[src/verilog/sas_pkg.sv]
// Package for the auxiliary-settings and status block: register map, fields, reset values.
// Assumes a classic Wishbone master with 32-bit data and byte addresses.
package sas_pkg;

    typedef struct packed {
        logic        cyc;
        logic        stb;
        logic        we;
        logic [7:0]  adr;
        logic [3:0]  sel;
        logic [31:0] dat;
    } sas_wb_req_t;

    // Register byte offsets.
    localparam logic [7:0] ADR_CTRL      = 8'h00;
    localparam logic [7:0] ADR_FMT_HI    = 8'h04;
    localparam logic [7:0] ADR_FMT_LO    = 8'h08;
    localparam logic [7:0] ADR_ILK_WORD_REPLY  = 8'h0C;
    localparam logic [7:0] ADR_VSRC_WORD_REPLY = 8'h10;
    localparam logic [7:0] ADR_CSRC_WORD_REPLY = 8'h14;
    localparam logic [7:0] ADR_RNG_WORD_REPLY  = 8'h18;
    localparam logic [7:0] ADR_QCOND     = 8'h1C;
    localparam logic [7:0] ADR_QENA      = 8'h20;
    localparam logic [7:0] ADR_QEVENT    = 8'h24;
    localparam logic [7:0] ADR_OCOND     = 8'h28;
    localparam logic [7:0] ADR_OENA      = 8'h2C;
    localparam logic [7:0] ADR_OEVENT    = 8'h30;
    localparam logic [7:0] ADR_SUM_CHAR  = 8'h34;

    // Control register field positions, and the word_reply last-character flag bit.
    localparam int CTRL_FMT   = 0;
    localparam int CTRL_SCPI  = 1;
    localparam int CTRL_ILK   = 2;
    localparam int CTRL_VSRC  = 3;
    localparam int CTRL_CSRC  = 5;
    localparam int CTRL_RNG10 = 7;
    localparam int CTRL_PIN1  = 8;
    localparam int CTRL_PIN2  = 9;
    localparam int SUM_LAST   = 8;

    // Reset values.
    localparam logic       RST_FMT   = 1'b0;
    localparam logic       RST_ILK   = 1'b0;
    localparam logic [1:0] RST_SRC   = 2'h0;
    localparam logic       RST_RNG10 = 1'b0;
    localparam logic       RST_PIN   = 1'b1;
    localparam logic [15:0] RST_ENA  = 16'h0000;

    // Programming source codes.
    localparam logic [1:0] SRC_FRONT = 2'h0;
    localparam logic [1:0] SRC_VOLT  = 2'h1;
    localparam logic [1:0] SRC_OHM   = 2'h2;

    // Serial link settings and the bit period they imply at 200 MHz.
    localparam int CLK_HZ        = 200000000;
    localparam int LINK_BAUD     = 115200;
    localparam int LINK_DATA     = 8;
    localparam int LINK_STOP     = 1;
    localparam logic [15:0] LINK_BIT_CYC = 16'(CLK_HZ / LINK_BAUD);

    // Status word_reply: six fields, each two letters and four hex digits, comma separated.
    localparam logic [2:0] SUM_FIELDS = 3'd6;
    localparam logic [2:0] SUM_COMMA  = 3'd6;
    localparam logic [2:0] SUM_LASTP  = 3'd5;

endpackage : sas_pkg

[src/verilog/sas_aux_status.sv]
// Auxiliary settings and status groups of the supply command interpreter, as Wishbone registers.
// Assumes synchronous inputs on clk_i; the serial parser writes settings and reads replies here.
`timescale 1ns/1ps
module sas_aux_status (
    input  wire logic               clk_i,
    input  wire logic               rst_i,
    input  wire sas_pkg::sas_wb_req_t wb_req_i,
    output logic                    wb_ack_o,
    output logic [31:0]             wb_dat_o,
    input  wire logic [15:0]        meas_volt_i,
    input  wire logic [15:0]        set_volt_i,
    input  wire logic [15:0]        meas_curr_i,
    input  wire logic [15:0]        set_curr_i,
    input  wire logic [15:0]        fault_cond_i,
    input  wire logic [15:0]        oper_cond_i,
    input  wire logic               interlock_input_i,
    output logic                    interlock_trip_o,
    output logic                    word_reply_o,
    output logic                    protocol_scpi_o,
    output logic [1:0]              volt_src_o,
    output logic [1:0]              curr_src_o,
    output logic                    range_10v_o,
    output logic                    pin_one_on_o,
    output logic                    pin_two_on_o,
    output logic [15:0]             link_bit_cycles_o
);
    import sas_pkg::*;

    logic        ack_q;
    logic [31:0] dat_q;
    logic [31:0] rdata;
    logic        fmt_q;
    logic        scpi_q;
    logic        ilk_en_q;
    logic [1:0]  vsrc_q;
    logic [1:0]  csrc_q;
    logic        rng10_q;
    logic        pin1_q;
    logic        pin2_q;
    logic [15:0] cond_q   [2];
    logic [15:0] ena_q    [2];
    logic [15:0] event_q  [2];
    logic [15:0] cond_now [2];
    logic        ev_clr   [2];
    logic        ena_wr   [2];
    logic [2:0]  sum_f_q;
    logic [2:0]  sum_p_q;
    logic [7:0]  sum_char;
    logic        sum_last;
    logic        req;
    logic        wr_done;
    logic        rd_done;

    function automatic logic [31:0] bool_word_reply(input logic word, input logic b);
        if (!word)
        begin
            bool_word_reply = {24'h000000, 7'h18, b};
        end
        else if (b)
        begin
            bool_word_reply = 32'h00004F4E;
        end
        else
        begin
            bool_word_reply = 32'h004F4646;
        end
    endfunction : bool_word_reply

    function automatic logic [31:0] src_word_reply(input logic [1:0] src);
        case (src)
            SRC_VOLT: src_word_reply = 32'h00564F4C;
            SRC_OHM:  src_word_reply = 32'h00524553;
            default:  src_word_reply = 32'h00444947;
        endcase
    endfunction : src_word_reply

    function automatic logic [7:0] hex_char(input logic [3:0] nib);
        if (nib < 4'hA)
        begin
            hex_char = 8'h30 + {4'h0, nib};
        end
        else
        begin
            hex_char = 8'h37 + {4'h0, nib};
        end
    endfunction : hex_char

    function automatic logic [15:0] merge16(input logic [15:0] old, input logic [31:0] d,
                                            input logic [3:0] sel);
        merge16 = {sel[1] ? d[15:8] : old[15:8], sel[0] ? d[7:0] : old[7:0]};
    endfunction : merge16

    // A request is answered one cycle after it appears; writes and the word_reply advance act at
    // the ack edge.
    assign req     = wb_req_i.cyc && wb_req_i.stb;
    assign wr_done = req && ack_q && wb_req_i.we;
    assign rd_done = req && ack_q && !wb_req_i.we;

    always_ff @(posedge clk_i)
    begin
        if (rst_i)
        begin
            ack_q <= 1'b0;
            dat_q <= 32'h00000000;
        end
        else
        begin
            ack_q <= req && !ack_q;
            dat_q <= (req && !ack_q && !wb_req_i.we) ? rdata : 32'h00000000;
        end
    end

    assign wb_ack_o = ack_q;
    assign wb_dat_o = dat_q;

    // Settings register.
    always_ff @(posedge clk_i)
    begin
        if (rst_i)
        begin
            fmt_q    <= RST_FMT;
            scpi_q   <= 1'b0;
            ilk_en_q <= RST_ILK;
            vsrc_q   <= RST_SRC;
            csrc_q   <= RST_SRC;
            rng10_q  <= RST_RNG10;
            pin1_q   <= RST_PIN;
            pin2_q   <= RST_PIN;
        end
        else if (wr_done && wb_req_i.adr == ADR_CTRL)
        begin
            if (wb_req_i.sel[0])
            begin
                fmt_q    <= wb_req_i.dat[CTRL_FMT];
                scpi_q   <= scpi_q || wb_req_i.dat[CTRL_SCPI];
                ilk_en_q <= wb_req_i.dat[CTRL_ILK];
                rng10_q  <= wb_req_i.dat[CTRL_RNG10];
                // A source code outside 0..2 is refused and the old source stays.
                if (wb_req_i.dat[CTRL_VSRC+1 -: 2] <= SRC_OHM)
                begin
                    vsrc_q <= wb_req_i.dat[CTRL_VSRC+1 -: 2];
                end
                if (wb_req_i.dat[CTRL_CSRC+1 -: 2] <= SRC_OHM)
                begin
                    csrc_q <= wb_req_i.dat[CTRL_CSRC+1 -: 2];
                end
            end
            if (wb_req_i.sel[1])
            begin
                pin1_q <= wb_req_i.dat[CTRL_PIN1];
                pin2_q <= wb_req_i.dat[CTRL_PIN2];
            end
        end
    end

    assign word_reply_o      = fmt_q;
    assign protocol_scpi_o   = scpi_q;
    assign interlock_trip_o  = ilk_en_q && interlock_input_i;
    assign volt_src_o        = vsrc_q;
    assign curr_src_o        = csrc_q;
    assign range_10v_o       = rng10_q;
    assign pin_one_on_o      = !pin1_q;
    assign pin_two_on_o      = !pin2_q;
    assign link_bit_cycles_o = LINK_BIT_CYC;

    // Status groups: index 0 is questionable (fault), index 1 is operation.
    assign cond_now[0] = fault_cond_i;
    assign cond_now[1] = oper_cond_i;
    // Events clear at the edge that captures the read data, so a rise landing in the
    // acknowledge cycle stays for the next read instead of vanishing unreported.
    assign ev_clr[0]   = req && !ack_q && !wb_req_i.we && wb_req_i.adr == ADR_QEVENT;
    assign ev_clr[1]   = req && !ack_q && !wb_req_i.we && wb_req_i.adr == ADR_OEVENT;
    assign ena_wr[0]   = wr_done && wb_req_i.adr == ADR_QENA;
    assign ena_wr[1]   = wr_done && wb_req_i.adr == ADR_OENA;

    for (genvar g = 0; g < 2; g++)
    begin : g_group
        always_ff @(posedge clk_i)
        begin
            if (rst_i)
            begin
                cond_q[g]  <= 16'h0000;
                ena_q[g]   <= RST_ENA;
                event_q[g] <= 16'h0000;
            end
            else
            begin
                cond_q[g] <= cond_now[g];
                if (ena_wr[g])
                begin
                    ena_q[g] <= merge16(ena_q[g], wb_req_i.dat, wb_req_i.sel);
                end
                // A new rising edge in the clearing cycle survives the clear.
                event_q[g] <= (ev_clr[g] ? 16'h0000 : event_q[g])
                            | (cond_now[g] & ~cond_q[g] & ena_q[g]);
            end
        end
    end

    // Status word_reply sequencer: each read of the word_reply register yields the next character.
    assign sum_last = (sum_f_q == SUM_FIELDS - 3'd1) && (sum_p_q == SUM_LASTP);

    always_comb
    begin
        logic [15:0] val;
        logic [15:0] tag;
        val = 16'h0000;
        tag = 16'h0000;
        case (sum_f_q)
            3'd0:    begin val = meas_volt_i;    tag = 16'h4D56; end
            3'd1:    begin val = set_volt_i;     tag = 16'h5056; end
            3'd2:    begin val = meas_curr_i;    tag = 16'h4D43; end
            3'd3:    begin val = set_curr_i;     tag = 16'h5043; end
            3'd4:    begin val = cond_now[1];    tag = 16'h5352; end
            default: begin val = cond_now[0];    tag = 16'h4652; end
        endcase
        case (sum_p_q)
            3'd0:    sum_char = tag[15:8];
            3'd1:    sum_char = tag[7:0];
            3'd2:    sum_char = hex_char(val[15:12]);
            3'd3:    sum_char = hex_char(val[11:8]);
            3'd4:    sum_char = hex_char(val[7:4]);
            3'd5:    sum_char = hex_char(val[3:0]);
            default: sum_char = 8'h2C;
        endcase
    end

    always_ff @(posedge clk_i)
    begin
        if (rst_i)
        begin
            sum_f_q <= 3'd0;
            sum_p_q <= 3'd0;
        end
        else if (wb_req_i.adr == ADR_SUM_CHAR && wr_done)
        begin
            sum_f_q <= 3'd0;
            sum_p_q <= 3'd0;
        end
        else if (wb_req_i.adr == ADR_SUM_CHAR && rd_done)
        begin
            if (sum_last)
            begin
                sum_f_q <= 3'd0;
                sum_p_q <= 3'd0;
            end
            else if (sum_p_q == SUM_COMMA)
            begin
                sum_f_q <= sum_f_q + 3'd1;
                sum_p_q <= 3'd0;
            end
            else
            begin
                sum_p_q <= sum_p_q + 3'd1;
            end
        end
    end

    // Read multiplexer.
    always_comb
    begin
        rdata = 32'h00000000;
        if (wb_req_i.adr == ADR_CTRL)
        begin
            rdata = {22'h000000, pin2_q, pin1_q, rng10_q, csrc_q, vsrc_q, ilk_en_q,
                     scpi_q, fmt_q};
        end
        else if (wb_req_i.adr == ADR_FMT_HI)
        begin
            rdata = fmt_q ? 32'h54455854 : 32'h44494749;
        end
        else if (wb_req_i.adr == ADR_FMT_LO)
        begin
            rdata = fmt_q ? 32'h00000000 : 32'h00000054;
        end
        else if (wb_req_i.adr == ADR_ILK_WORD_REPLY)
        begin
            rdata = bool_word_reply(fmt_q, interlock_trip_o);
        end
        else if (wb_req_i.adr == ADR_VSRC_WORD_REPLY)
        begin
            rdata = src_word_reply(vsrc_q);
        end
        else if (wb_req_i.adr == ADR_CSRC_WORD_REPLY)
        begin
            rdata = src_word_reply(csrc_q);
        end
        else if (wb_req_i.adr == ADR_RNG_WORD_REPLY)
        begin
            rdata = rng10_q ? 32'h00003130 : 32'h00000035;
        end
        else if (wb_req_i.adr == ADR_QCOND)
        begin
            rdata = {16'h0000, cond_now[0]};
        end
        else if (wb_req_i.adr == ADR_QENA)
        begin
            rdata = {16'h0000, ena_q[0]};
        end
        else if (wb_req_i.adr == ADR_QEVENT)
        begin
            rdata = {16'h0000, event_q[0]};
        end
        else if (wb_req_i.adr == ADR_OCOND)
        begin
            rdata = {16'h0000, cond_now[1]};
        end
        else if (wb_req_i.adr == ADR_OENA)
        begin
            rdata = {16'h0000, ena_q[1]};
        end
        else if (wb_req_i.adr == ADR_OEVENT)
        begin
            rdata = {16'h0000, event_q[1]};
        end
        else if (wb_req_i.adr == ADR_SUM_CHAR)
        begin
            rdata = {23'h000000, sum_last, sum_char};
        end
    end
endmodule : sas_aux_status

[config.mk]
export PLATFORM = sky130hd
export DESIGN_NAME = sas_aux_status
export DESIGN_NICKNAME = d
export VERILOG_FILES = /design/src/verilog/sas_pkg.sv /design/src/verilog/sas_aux_status.sv
export SDC_FILE = /design/constraint.sdc
export NUM_CORES = 1
export LEC_CHECK = 0
export BUFFER_PORTS_ARGS = -buffer_cell sky130_fd_sc_hd__buf_2
export CAP_MARGIN = 20
export CORE_ASPECT_RATIO = 0.7
export CORE_MARGIN = 4
export CORE_UTILIZATION = 43
export DETAILED_ROUTE_END_ITERATION = 6
export PLACE_DENSITY_LB_ADDON = 0.15
export SLEW_MARGIN = 25
export SYNTH_ARGS = -nofsm -noshare
export SYNTH_HDL_FRONTEND = slang
export SYNTH_SLANG_ARGS = --single-unit
export TNS_END_PERCENT = 100
[constraint.sdc]
create_clock -name clk_i -period 3.19 [get_ports clk_i]
set_input_delay 0.638 -clock clk_i [delete_from_list [all_inputs] [get_ports clk_i]]
set_output_delay 0.638 -clock clk_i [all_outputs]
set_load 0.005 [all_outputs]
# After elaboration in Yosys (flattened, before gate mapping)
# Memories as Yosys holds them, arrays and structs flattened.
# Cells that the tools add are included.
# word_totals
ff_bits	49
mem_bits_rw	96
inputBits	146
output_inout_bits	59
wordCells	160
memories	3
# mem_list
memory	words	word_bits	read_ports	rd_clocked_by_memory_dff	wr	line_no	source
cond_q	2	16	2	0	2	sas_aux_status.sv:40	logic [15:0] cond_q [2];
ena_q	2	16	2	0	2	sas_aux_status.sv:41	logic [15:0] ena_q [2];
event_q	2	16	2	0	2	sas_aux_status.sv:42	logic [15:0] event_q [2];
# classes
add_sub_neg	10
n_lt_le_gt_ge	6
eq_ne	28
muxes	53
n_bitwise	15
n_reduce_logical	32
# ops
operator	count
$mux W16	15
$mux W32	5
$pmux W21 S2	2
$pmux W16 S5	1
$pmux W13 S5	1
$and A16 B16 Y16	4
$add A6 B4 Y7 const A	8
$eq A8 B6 Y1 const B	6
$pmux W8 S6	1
$mux W23	2
$mux W7	5
$eq A8 B5 Y1 const B	4
$mux W8	4
$not A16 Y16	2
$or A16 B16 Y16	2
$mux W29	1
$eq A8 B4 Y1 const B	2
$lt A4 B4 Y1 const B	4
$eq A3 B3 Y1 const B	5
$logic_and A1 B1 Y1	15
$mux W14	1
$eq A3 B2 Y1 const B	4
$mux W3	4
$mux W10	1
other kinds (19)	45

# Logic depth before layout (Yosys ltp)
# Gate-level depths: netlist (run 1).
# depth
ltp_word	19
mapped_depth	13
ltp_nobuf	10

# Worst setup path after synthesis (run 1)
# Ideal clock, no wire load.
# synth_path
kind	flip-flop to flip-flop
start	register sum_f_q[2]
end	register dat_q[3], in the netlist wb_dat_o[3]
setup_ns	0.073
t_arrival_ns	2.507
t_required_ns	3.117
slack_ns	0.610
stages_incl_launch_ff	14
n_path_buf	3
period_less_slack_ns	2.580
cell_sequence	dfxtp_1 -> buf_2 -> clkbuf_1 -> inv_1 -> ha_1 -> nor2_1 -> nand2_1 -> buf_4 -> mux2i_1 -> nand2_1 -> or3_1 -> a31oi_1 -> o21ai_0 -> a21oi_1
# synth_between
elab_chain_cells	19
word_cells_on_any_way	38
cone_classes	8 x add/sub; 4 x order compare; 4 x eq/ne; 21 x mux; 1 x reduce/logical
# synth_rtl
element	line_no	source
start: declaration	sas_aux_status.sv:46	logic [2:0] sum_f_q;
start signal: assignment	sas_aux_status.sv:249	sum_f_q <= sum_f_q + 3'd1;
$eq A3 B3 Y1, or another cell as far along	sas_aux_status.sv:209	case (sum_f_q)
$pmux W16 S5	sas_aux_status.sv:209	
$add A6 B4 Y7, or another cell as far along	sas_aux_status.sv:84	hex_char = 8'h37 + {4'h0, nib};
$mux W7	sas_aux_status.sv:78	if (nib < 4'hA)
$pmux W8 S6 (*)	sas_aux_status.sv:217	case (sum_p_q)
$mux W9 (*)	sas_aux_status.sv:316	else if (wb_req_i.adr == ADR_SUM_CHAR)
$mux W16 (*)	sas_aux_status.sv:312	else if (wb_req_i.adr == ADR_OEVENT)
$mux W16 (*)	sas_aux_status.sv:308	else if (wb_req_i.adr == ADR_OENA)
[... 3 more ...]	n/a	
$mux W16 (*)	sas_aux_status.sv:292	else if (wb_req_i.adr == ADR_QCOND)
$mux W16 (*)	sas_aux_status.sv:288	else if (wb_req_i.adr == ADR_RNG_WORD_REPLY)
$mux W32 (*)	sas_aux_status.sv:284	else if (wb_req_i.adr == ADR_CSRC_WORD_REPLY)
$mux W32 (*)	sas_aux_status.sv:280	else if (wb_req_i.adr == ADR_VSRC_WORD_REPLY)
$mux W32 (*)	sas_aux_status.sv:276	else if (wb_req_i.adr == ADR_ILK_WORD_REPLY)
$mux W32 (*)	sas_aux_status.sv:272	else if (wb_req_i.adr == ADR_FMT_LO)
$mux W32 (*)	sas_aux_status.sv:268	else if (wb_req_i.adr == ADR_FMT_HI)
$mux W10 (*)	sas_aux_status.sv:263	if (wb_req_i.adr == ADR_CTRL)
end signal: assignment	sas_aux_status.sv:109	dat_q <= (req && !ack_q && !wb_req_i.we) ? rdata : 32'h00000000;
end: declaration	sas_aux_status.sv:30	logic [31:0] dat_q;
# Every way passes the cells marked *; elsewhere a longest branch is shown, timed or not.
# A chain may end at the register's enable or synchronous reset.

# Worst setup path in the final report (run 1)
# layout_path
start	register sum_f_q[0]
end	register dat_q[0], in the netlist wb_dat_o[0]
# Same word-level chain as after synthesis.

==> flow_summary.toml, run 1 <==
[outcome]
outcome = "completed"

[drt]
drt_iter0_drc = 802
via_per_inst = 5.88
wl_per_cell_um = 20.8
detailedRoute.firstPassIterationCount = 6
num_vias = 7389
drc_violations = 0
post_route_ant_nets = 0
wl_um = 26200

[run]
maxCapViolations = 0

[synthesis]
synth_area_per_cell_um2 = 8.79
muxShareOfSynthArea_pct = 2.86
synth_cell_type_count = 69
ffs_latches_synth = 137
synth_top_area_cell = "dfxtp_1"
synth_edf_count = 32
yosysSeqAreaShare_pct = 41.6
yosys.area_share.xor_xnor_pct = 0.476
synth_compound_area_share_pct = 23.3
mappedNetlistArea_mm2 = 0.00736
main_combinational_cell_family_by_area_after_synthesis = "compound AO/OA/AOI/OAI gates"
synth_common_cells = "dfxtp_1, nor2_1, nand2_1, inv_1, a21oi_1"
synth_async_sr_flop_share_pct = 0
synthMostInstantiatedCell = "dfxtp_1"
syn_inst = 837
yosys.area.top_type_share_pct = 28.6
post_synth_and_or_nand_nor_area_fraction_pct = 22.0
netlist_top_cells_area = "dfxtp_1, edfxtp_1, a32o_1, nor2_1, nand2_1"
ys.warnings.count = 0
yosys.area_share.adder_pct = 2.04
synth_ff_type = "dfxtp_1"

[layout]
final_net_count = 1177
area_delta_synth_final_pct = 24.7
seq_area_mm2 = 0.00306
multi_input_area_mm2 = 0.00382
n_antenna_cell = 0
layout.filler_cells = 1576
layout_cells_sized_above_1_pct = 24.9

[global_route]
global_route_wire_length_before_repair_um = 39700
grt_pass1_vias = 6971
grt_antenna_before_repair = 0
groute.usage.overall_pct = 26.5
grt_max_degree = 39
global_route.overflow_total = 0

[floorplan]
width_of_the_die_um = 164
die_area_mm2 = 0.0193
floorplan.rows = 39
initial_core_util_pct = 44.5
ios = 205
die_h_um = 117
core_mm2 = 0.0165

[placement]
buffer_ports.inserted = 163
dp_hpwl_um = 20200
place_congestion = 0.998

[timing]
timing.final.max_slew_violations = 0
worst_clock_skew_ps = 9.49
fin_crit_ps = 3000
grt_setup_unrepaired = "false"
final-setup-viol-count = 0
fmax_mhz = 333
final_min_period_over_clock_period_pct = 94.1
relative_slew_slack_pct = 59.4
fin_setup_tns_ps = 0
final_hold_viol_count = 0
worstMarginPinSlew_ps = 606

[hold_path]
min_path_type = "reg2reg"
worstHoldPathCells = 1

[cts]
clk_transition_reported_paths_ps = 60
cts_max_level = 4
cts_tree = "done"
cts_made_buffers = 17
clkLatencyLatePin_ps = 420
post-cts-setup-buffer-count = 0
max-clock-path-buffers = 2
cts_root_buffer = "clkbuf_16"
sink_count_of_the_clock_tree = 137

[power]
lkg_pwr_nw = 3.84
power.ir.vdd_worst_mv = 0.348
report.power.total_mw = 4.17
power_density_mw_per_mm2 = 454

[setup_path]
cp_data_arrival_time_ps = 3250
worst_r2r_path_depth = 12
critical_path_peak_fanout = 12
worstSetupStartpointType = "register"
timing.setup.critical_path_class = "reg2reg"
timing.critical_path.required_ps = 3440
setup.worst_path.end_class = "register"
worst paths after layout:
check	slack, ps	endpoint	from
worst min register to register	460	event_q[0][3]$_SDFF_PP0_	event_q[0][3]$_SDFF_PP0_
worst min-delay path	460	event_q[0][3]$_SDFF_PP0_	event_q[0][3]$_SDFF_PP0_
worst max register to register	190	wb_dat_o[0]$_SDFF_PP0_	sum_f_q[0]$_SDFFE_PP0P_
worst max-delay path	190	wb_dat_o[0]$_SDFF_PP0_	sum_f_q[0]$_SDFFE_PP0P_
routing by layer:
layer	track usage [%]	part of all wire, %
met4	6.86	2.1
met3	7.00	9.8
met2	38.5	43
met1	39.1	45
met5	0	0
registers in the layout, indices dropped and copies added, names as in the netlist, 2 cells and up:
| register | flops |
|---|---|
| sum_p_q | 3 |
| ena_q | 32 |
| curr_src_o | 2 |
| event_q | 32 |
| cond_q | 32 |
| sum_f_q | 3 |
| wb_dat_o | 24 |
| volt_src_o | 2 |
worst max-delay path: stages (launching register included):
cell and delay (ps):
dfxtp_1 320, buf_4 140, ha_1 190, ha_1 240, buf_4 210, a32oi_1 170, o211ai_1 130, mux2i_1 360
a21oi_1 200, xnor2_1 180, o21ai_0 170, nor3_1 100, o21ai_0 450
logic make-up (layout without fill, tap and decap cells):
| kind of cell | count (synthesis) | in the layout |
|---|---|---|
| mux | 21 | 21 |
| other cells | 2 | 23 |
| buf+inv | 120 | 294 |
| compound gates | 231 | 231 |
| xor+xnor | 4 | 4 |
| flops | 137 | 137 |
| simple gates | 310 | 310 |
| fa+ha+maj | 12 | 12 |
cells in the final DEF, fill, tap and decap left out, drive strengths merged, types with 26 or more instances in the layout:
master,synthesis,final
a21oi,48,48
nand2,66,66
buf,44,213
a32o,30,30
nor2,67,67
a22oi,26,26
and2,36,36
nand3,28,28
nor2b,33,33
dfxtp,105,105
inv,49,57
nor3,29,29
edfxtp,32,32
stage by stage:
step | instance area (µm²) | util (%) | worst slack [ps] | hold slack, ps | instances
after CTS | 9180 | 55.5 | 144 | 463 | 1257
final | 9180 | 55.5 | 187 | 464 | 1257
after detailed placement | 8570 | 51.8 | 220 | 448 | 1225
after floorplan | 7440 | - | 610 | 437 | 858
after global routing | 9180 | 55.5 | 88.9 | 476 | 1257
after global placement | 8570 | 51.8 | 236 | 445 | 1225
cell type report:
| type | instances | area share (%) |
|---|---|---|
| Inverter | 49 | 2.00 |
| Clock buffer | 17 | 4.63 |
| Sequential cell | 137 | 33.4 |
| Clock inverter | 15 | 1.95 |
| Tap cell | 225 | 3.07 |
| Multi-Input combinational cell | 601 | 41.6 |
| Timing Repair Buffer | 213 | 13.4 |
power breakdown:
part           total (mW)  switching, mW  leakage [nW]  internal, mW
Clock                1.99          0.864         0.294          1.12
Combinational       0.324          0.190          2.35         0.133
Sequential           1.85         0.0261          1.19          1.83
what timing repair did:
| action | 4_1_cts | 5_1_grt |
|---|---|---|
| resized for setup | 0 | 1 |
| setup endpoints to repair | 0 | 4 |
| hold buffers | 0 | 0 |
Power figures use the tool's default switching activity.
==> run 2: changes to the inputs <==
- BUFFER_PORTS_ARGS: -buffer_cell sky130_fd_sc_hd__buf_2 -> -buffer_cell sky130_fd_sc_hd__buf_4
- CAP_MARGIN: 20 -> not set
==> flow_summary.toml, run 2 (same netlist as run 1, synthesis figures left out) <==
[global_route]
grt.met3_usage_pct = 6.90
groute.usage.overall_pct = 27.7
grt_max_degree = 31
global_route.overflow_total = 0
globalRouteMet1Util_pct = 41.6
global_route_wire_length_before_repair_um = 41300
grt_antenna_before_repair = 0
grtUsageMet2_pct = 39.2
grt_pass1_vias = 7113
top_usage_layer = "met1"

[timing]
grt_setup_unrepaired = "false"
worstMarginPinSlew_ps = 666
fin_crit_ps = 2950
fin_setup_tns_ps = 0
fmax_mhz = 339
worst_clock_skew_ps = 10.1
final_hold_viol_count = 0
timing.final.max_slew_violations = 0
final-setup-viol-count = 0
final_min_period_over_clock_period_pct = 92.6
relative_slew_slack_pct = 55.5
worst_slack_ps = 237

[setup_path]
critPathMaxStageDelay_ps = 430
path_depth = 13
worstReg2RegStart = "sum_f_q[1]$_SDFFE_PP0P_"
timing.setup.critical_path_class = "reg2reg"
worstSetupStartpointType = "register"
cp_data_arrival_time_ps = 3210
cp_num_buf_inv = 4
critPathCapture = "wb_dat_o[2]$_SDFF_PP0_"
worstSetupStartpoint = "sum_f_q[1]$_SDFFE_PP0P_"
library_cell_appearing_most_often_on_the_critical_path = "buf_4"
timing.critical_path.required_ps = 3450
worst_r2r_path_depth = 13
critPathTopFamily = "compound AO/OA/AOI/OAI gates"
critPathSlowestCell = "dfxtp_2"
critical_path_peak_fanout = 7
reg2reg_setup_slack_ps = 240
r2r-end = "wb_dat_o[2]$_SDFF_PP0_"
setup.worst_path.end_class = "register"
worstPathCellList = "inv_1 > ha_1 > buf_4 > a22oi_1 > o2111ai_1 > mux2i_1 > buf_4 > nor3_1 > nor3_1 > o21ai_0 > nor4_2 > buf_4 > o211ai_1"

[floorplan]
die_h_um = 117
ios = 205
die_area_mm2 = 0.0193
initial_core_util_pct = 44.5
core_mm2 = 0.0165
width_of_the_die_um = 164
floorplan.rows = 39

[placement]
placed_cells = 1228
placement.setup.worst_slack_ps = 100
place_area_mm2 = 0.00899
buffer_ports.inserted = 163
dp_hpwl_um = 21000
place_congestion = 0.981

[drt]
post_route_ant_nets = 0
drt_iter0_drc = 826
drc_violations = 0
detailedRoute.firstPassIterationCount = 6
via_per_inst = 5.90
wl_per_cell_um = 21.6
wl_um = 27200
num_vias = 7438

[power]
lkg_pwr_nw = 3.95
power.ir.vdd_worst_mv = 0.305
power_density_mw_per_mm2 = 442

[layout]
final_cell_area_mm2 = 0.00960
finish.utilization_pct = 58.1
area_delta_synth_final_pct = 30.5
layout.cells.most_common = "buf_4"
fin_cells = 1260
final_net_count = 1180
layout.cells.most_common_list = "buf_4, dfxtp_1, nor2_1"
layout_cells_sized_above_1_pct = 25.3
top_regs = "cond_q (32), ena_q (32), event_q (32)"
n_antenna_cell = 0

[cts]
holdBufCountCts = 0
max-clock-path-buffers = 2
cts_max_level = 4
clk_transition_reported_paths_ps = 70
cts_made_buffers = 17
sink_count_of_the_clock_tree = 137
cts_tree = "done"
cts_root_buffer = "clkbuf_16"
clkLatencyLatePin_ps = 430
post-cts-setup-buffer-count = 0

[outcome]
outcome = "completed"

[hold_path]
min_path_type = "reg2reg"

[run]
maxCapViolations = 0
## run 2: changes by cell type in the layout (fill, tap and decap cells not counted)
| cell | change |
|---|---|
| dfxtp_1 | -1 |
| clkinv_2 | +1 |
| buf_2 | -163 |
| buf_12 | -1 |
| clkinv_4 | -2 |
| nor4_2 | +1 |
| inv_8 | +1 |
| nor4_1 | -1 |
| dfxtp_2 | +1 |
| buf_4 | +167 |
## run 2: area by class of cell
cell class                 count  area (µm²)
tap                          225         282
sequential                   137        3060
inverter                      49         184
timing repair buffer         216        1650
multi-input combinational    601        3820
fill                        1516        6940
clock buffer                  17         425
clock inverter                15         178
## run 2: where the power goes
part | internal [mW] | leakage, nW | total, mW | switching (mW)
clock network | 1.12 | 0.295 | 2.02 | 0.893
logic | 0.180 | 2.46 | 0.374 | 0.194
registers | 1.83 | 1.19 | 1.85 | 0.0261
## run 2: how the worst min path moves through the flow
stage / cells after the start / slack [ps] / end / start
2_1_floorplan: 1 / 440 / event_q[0][3]$_SDFF_PP0_ / event_q[0][3]$_SDFF_PP0_
4_1_cts: 1 / 470 / event_q[1][4]$_SDFF_PP0_ / event_q[1][4]$_SDFF_PP0_
3_3_place_gp: 1 / 450 / event_q[0][3]$_SDFF_PP0_ / event_q[0][3]$_SDFF_PP0_
3_5_place_dp: 1 / 450 / event_q[1][4]$_SDFF_PP0_ / event_q[1][4]$_SDFF_PP0_
5_1_grt: 1 / 480 / event_q[0][3]$_SDFF_PP0_ / event_q[0][3]$_SDFF_PP0_
6_report: 1 / 470 / event_q[1][4]$_SDFF_PP0_ / event_q[1][4]$_SDFF_PP0_
## run 2: repair_timing
action                                 CTS  global route
gates resized for setup                  0             3
endpoints found under the hold margin    0             0
setup endpoints to repair                0             1
## run 2: per-stage QoR
stage	hold slack (ps)	total power, mW
2_1_floorplan	437	2.05
3_3_place_gp	448	2.25
3_5_place_dp	455	2.26
4_1_cts	471	4.25
5_1_grt	482	4.36
6_report	468	4.25
## run 2: per-layer routing
metal	up-vias	wire, µm
met5	-	0
met4	0	551
met3	44	2640
met2	403	11400
met1	3550	12600
li1	3441	-
==> run 3: changes to the inputs <==
- CORE_MARGIN: 4 -> 2
==> flow_summary.toml, run 3 (same netlist as run 1, synthesis figures left out) <==
[timing]
final-setup-viol-count = 0
worst_slack_ps = 211
timing.final.max_slew_violations = 0
fin_crit_ps = 2980
worst_hold_slack_ps = 466
grt_setup_unrepaired = "false"
worst_clock_skew_ps = 7.69
final_hold_viol_count = 0
final_min_period_over_clock_period_pct = 93.4
worstMarginPinSlew_ps = 789
fmax_mhz = 336
relative_slew_slack_pct = 47.4
fin_setup_tns_ps = 0

[layout]
area_delta_synth_final_pct = 31.2
multi_input_area_mm2 = 0.00383
layout.cells.most_common = "buf_4"
layout.cells.most_common_list = "buf_4, dfxtp_1, nor2_1"
final_net_count = 1181
fin_cells = 1261
n_antenna_cell = 0
layout.filler_cells = 1531
layout_cells_sized_above_1_pct = 25.5
finish.utilization_pct = 58.4
seq_area_mm2 = 0.00306
final_cell_area_mm2 = 0.00965
top_regs = "cond_q (32), ena_q (32), event_q (32)"

[cts]
cts_max_level = 4
clkLatencyLatePin_ps = 430
sink_count_of_the_clock_tree = 137
cts_made_buffers = 17
post-cts-setup-buffer-count = 0
holdBufCountCts = 0
cts_tree = "done"
max-clock-path-buffers = 2
clk_transition_reported_paths_ps = 60
cts_root_buffer = "clkbuf_16"

[global_route]
groute.usage.overall_pct = 28.8
grt_max_degree = 53
grt_pass1_vias = 6731
grt_antenna_before_repair = 0
global_route.overflow_total = 0
global_route_wire_length_before_repair_um = 39700

[power]
internal-power_mw = 3.27
switching_power_mw = 1.08
clock_power_share_pct = 48.8
lkg_pwr_nw = 3.95
power.ir.vdd_worst_mv = 0.252
netSwitchingFraction_pct = 24.8
power_density_mw_per_mm2 = 450
power.sequential.fraction_pct = 42.7
report.power.total_mw = 4.35
share_comb_of_total_power_pct = 8.5

[placement]
place_area_mm2 = 0.00901
place_congestion = 1.02
buffer_ports.inserted = 163
placement.setup.worst_slack_ps = 135
placed_cells = 1229
dp_hpwl_um = 20500

[setup_path]
worst_r2r_path_depth = 10
cp_data_arrival_time_ps = 3230
timing.setup.critical_path_class = "reg2reg"
critical_path_peak_fanout = 11
worstSetupStartpointType = "register"
timing.critical_path.required_ps = 3440
reg2reg_setup_slack_ps = 210
setup.worst_path.end_class = "register"
worstReg2RegStart = "sum_f_q[0]$_SDFFE_PP0P_"
r2r-end = "wb_dat_o[2]$_SDFF_PP0_"

[drt]
detailedRoute.firstPassIterationCount = 7
wl_um = 26500
wl_per_cell_um = 21.0
via_per_inst = 5.88
num_vias = 7410
post_route_ant_nets = 0
drt_iter0_drc = 1045
drc_violations = 0

[hold_path]
worstHoldPathCells = 1
holdPathEnd = "event_q[1][9]$_SDFF_PP0_"
min_path_type = "reg2reg"
holdCritStartpoint = "event_q[1][9]$_SDFF_PP0_"

[floorplan]
width_of_the_die_um = 160
ios = 205
initial_core_util_pct = 44.5
floorplan.rows = 39
core_mm2 = 0.0165
die_area_mm2 = 0.0182
die_h_um = 113

[run]
maxCapViolations = 0

[outcome]
outcome = "completed"
## run 3: cell count changes in the layout (fill, tap and decap cells not counted), sizes merged
cell / before / now
buf: 216 / 217
bufinv: 1 / 3
clkinv: 4 / 2
## run 3: layout make-up
cell class	count	share of cell area, %
multi-input cells	601	39.7
flip-flops and latches	137	31.7
repair buffers	217	17.3
clock buffers	17	4.41
well taps	225	2.92
clock inverters	15	2.06
inverters	49	1.91
## run 3: critical path, cell delays in order, from the launching register on
cell      delay (ps)
dfxtp_1          400
inv_1             90
ha_1             330
buf_4            230
inv_1            220
o22ai_1          110
a221o_1          330
nor3b_1          370
nor3_1           110
nor4_2           360
o211ai_1         240
## run 3: power groups by stage
stage | logic, mW | registers [mW] | clock network [mW]
5_1_grt | 0.397 | 1.86 | 2.21
6_report | 0.372 | 1.85 | 2.12
2_1_floorplan | 0.169 | 1.88 | 0
3_5_place_dp | 0.364 | 1.89 | 0
3_3_place_gp | 0.362 | 1.89 | 0
4_1_cts | 0.365 | 1.85 | 2.13
## run 3: worst max-delay path by stage
stage / start / to / slack, ps
global placement: sum_f_q[1]$_SDFFE_PP0P_ / wb_dat_o[2]$_SDFF_PP0_ / 220
finish: sum_f_q[0]$_SDFFE_PP0P_ / wb_dat_o[2]$_SDFF_PP0_ / 210
detailed placement: sum_f_q[1]$_SDFFE_PP0P_ / wb_dat_o[2]$_SDFF_PP0_ / 140
global route: sum_f_q[0]$_SDFFE_PP0P_ / wb_dat_o[3]$_SDFF_PP0_ / 50
CTS: sum_f_q[1]$_SDFFE_PP0P_ / wb_dat_o[2]$_SDFF_PP0_ / 110
floorplan: sum_f_q[2]$_SDFFE_PP0P_ / wb_dat_o[3]$_SDFF_PP0_ / 610
## run 3: what timing repair did
item / in CTS / in global routing
endpoints found under the hold margin: 0 / 0
gates resized for setup: 0 / 5
setup endpoints to repair: 0 / 3
## run 3: routing by layer
layer | vias to the layer above | GRT usage (%) | wire length, µm
met4 | 0 | 9.79 | 600
met2 | 406 | 41.0 | 11100
li1 | 3440 | - | -
met3 | 44 | 7.49 | 2580
met5 | - | 0 | 0
met1 | 3520 | 42.4 | 12200
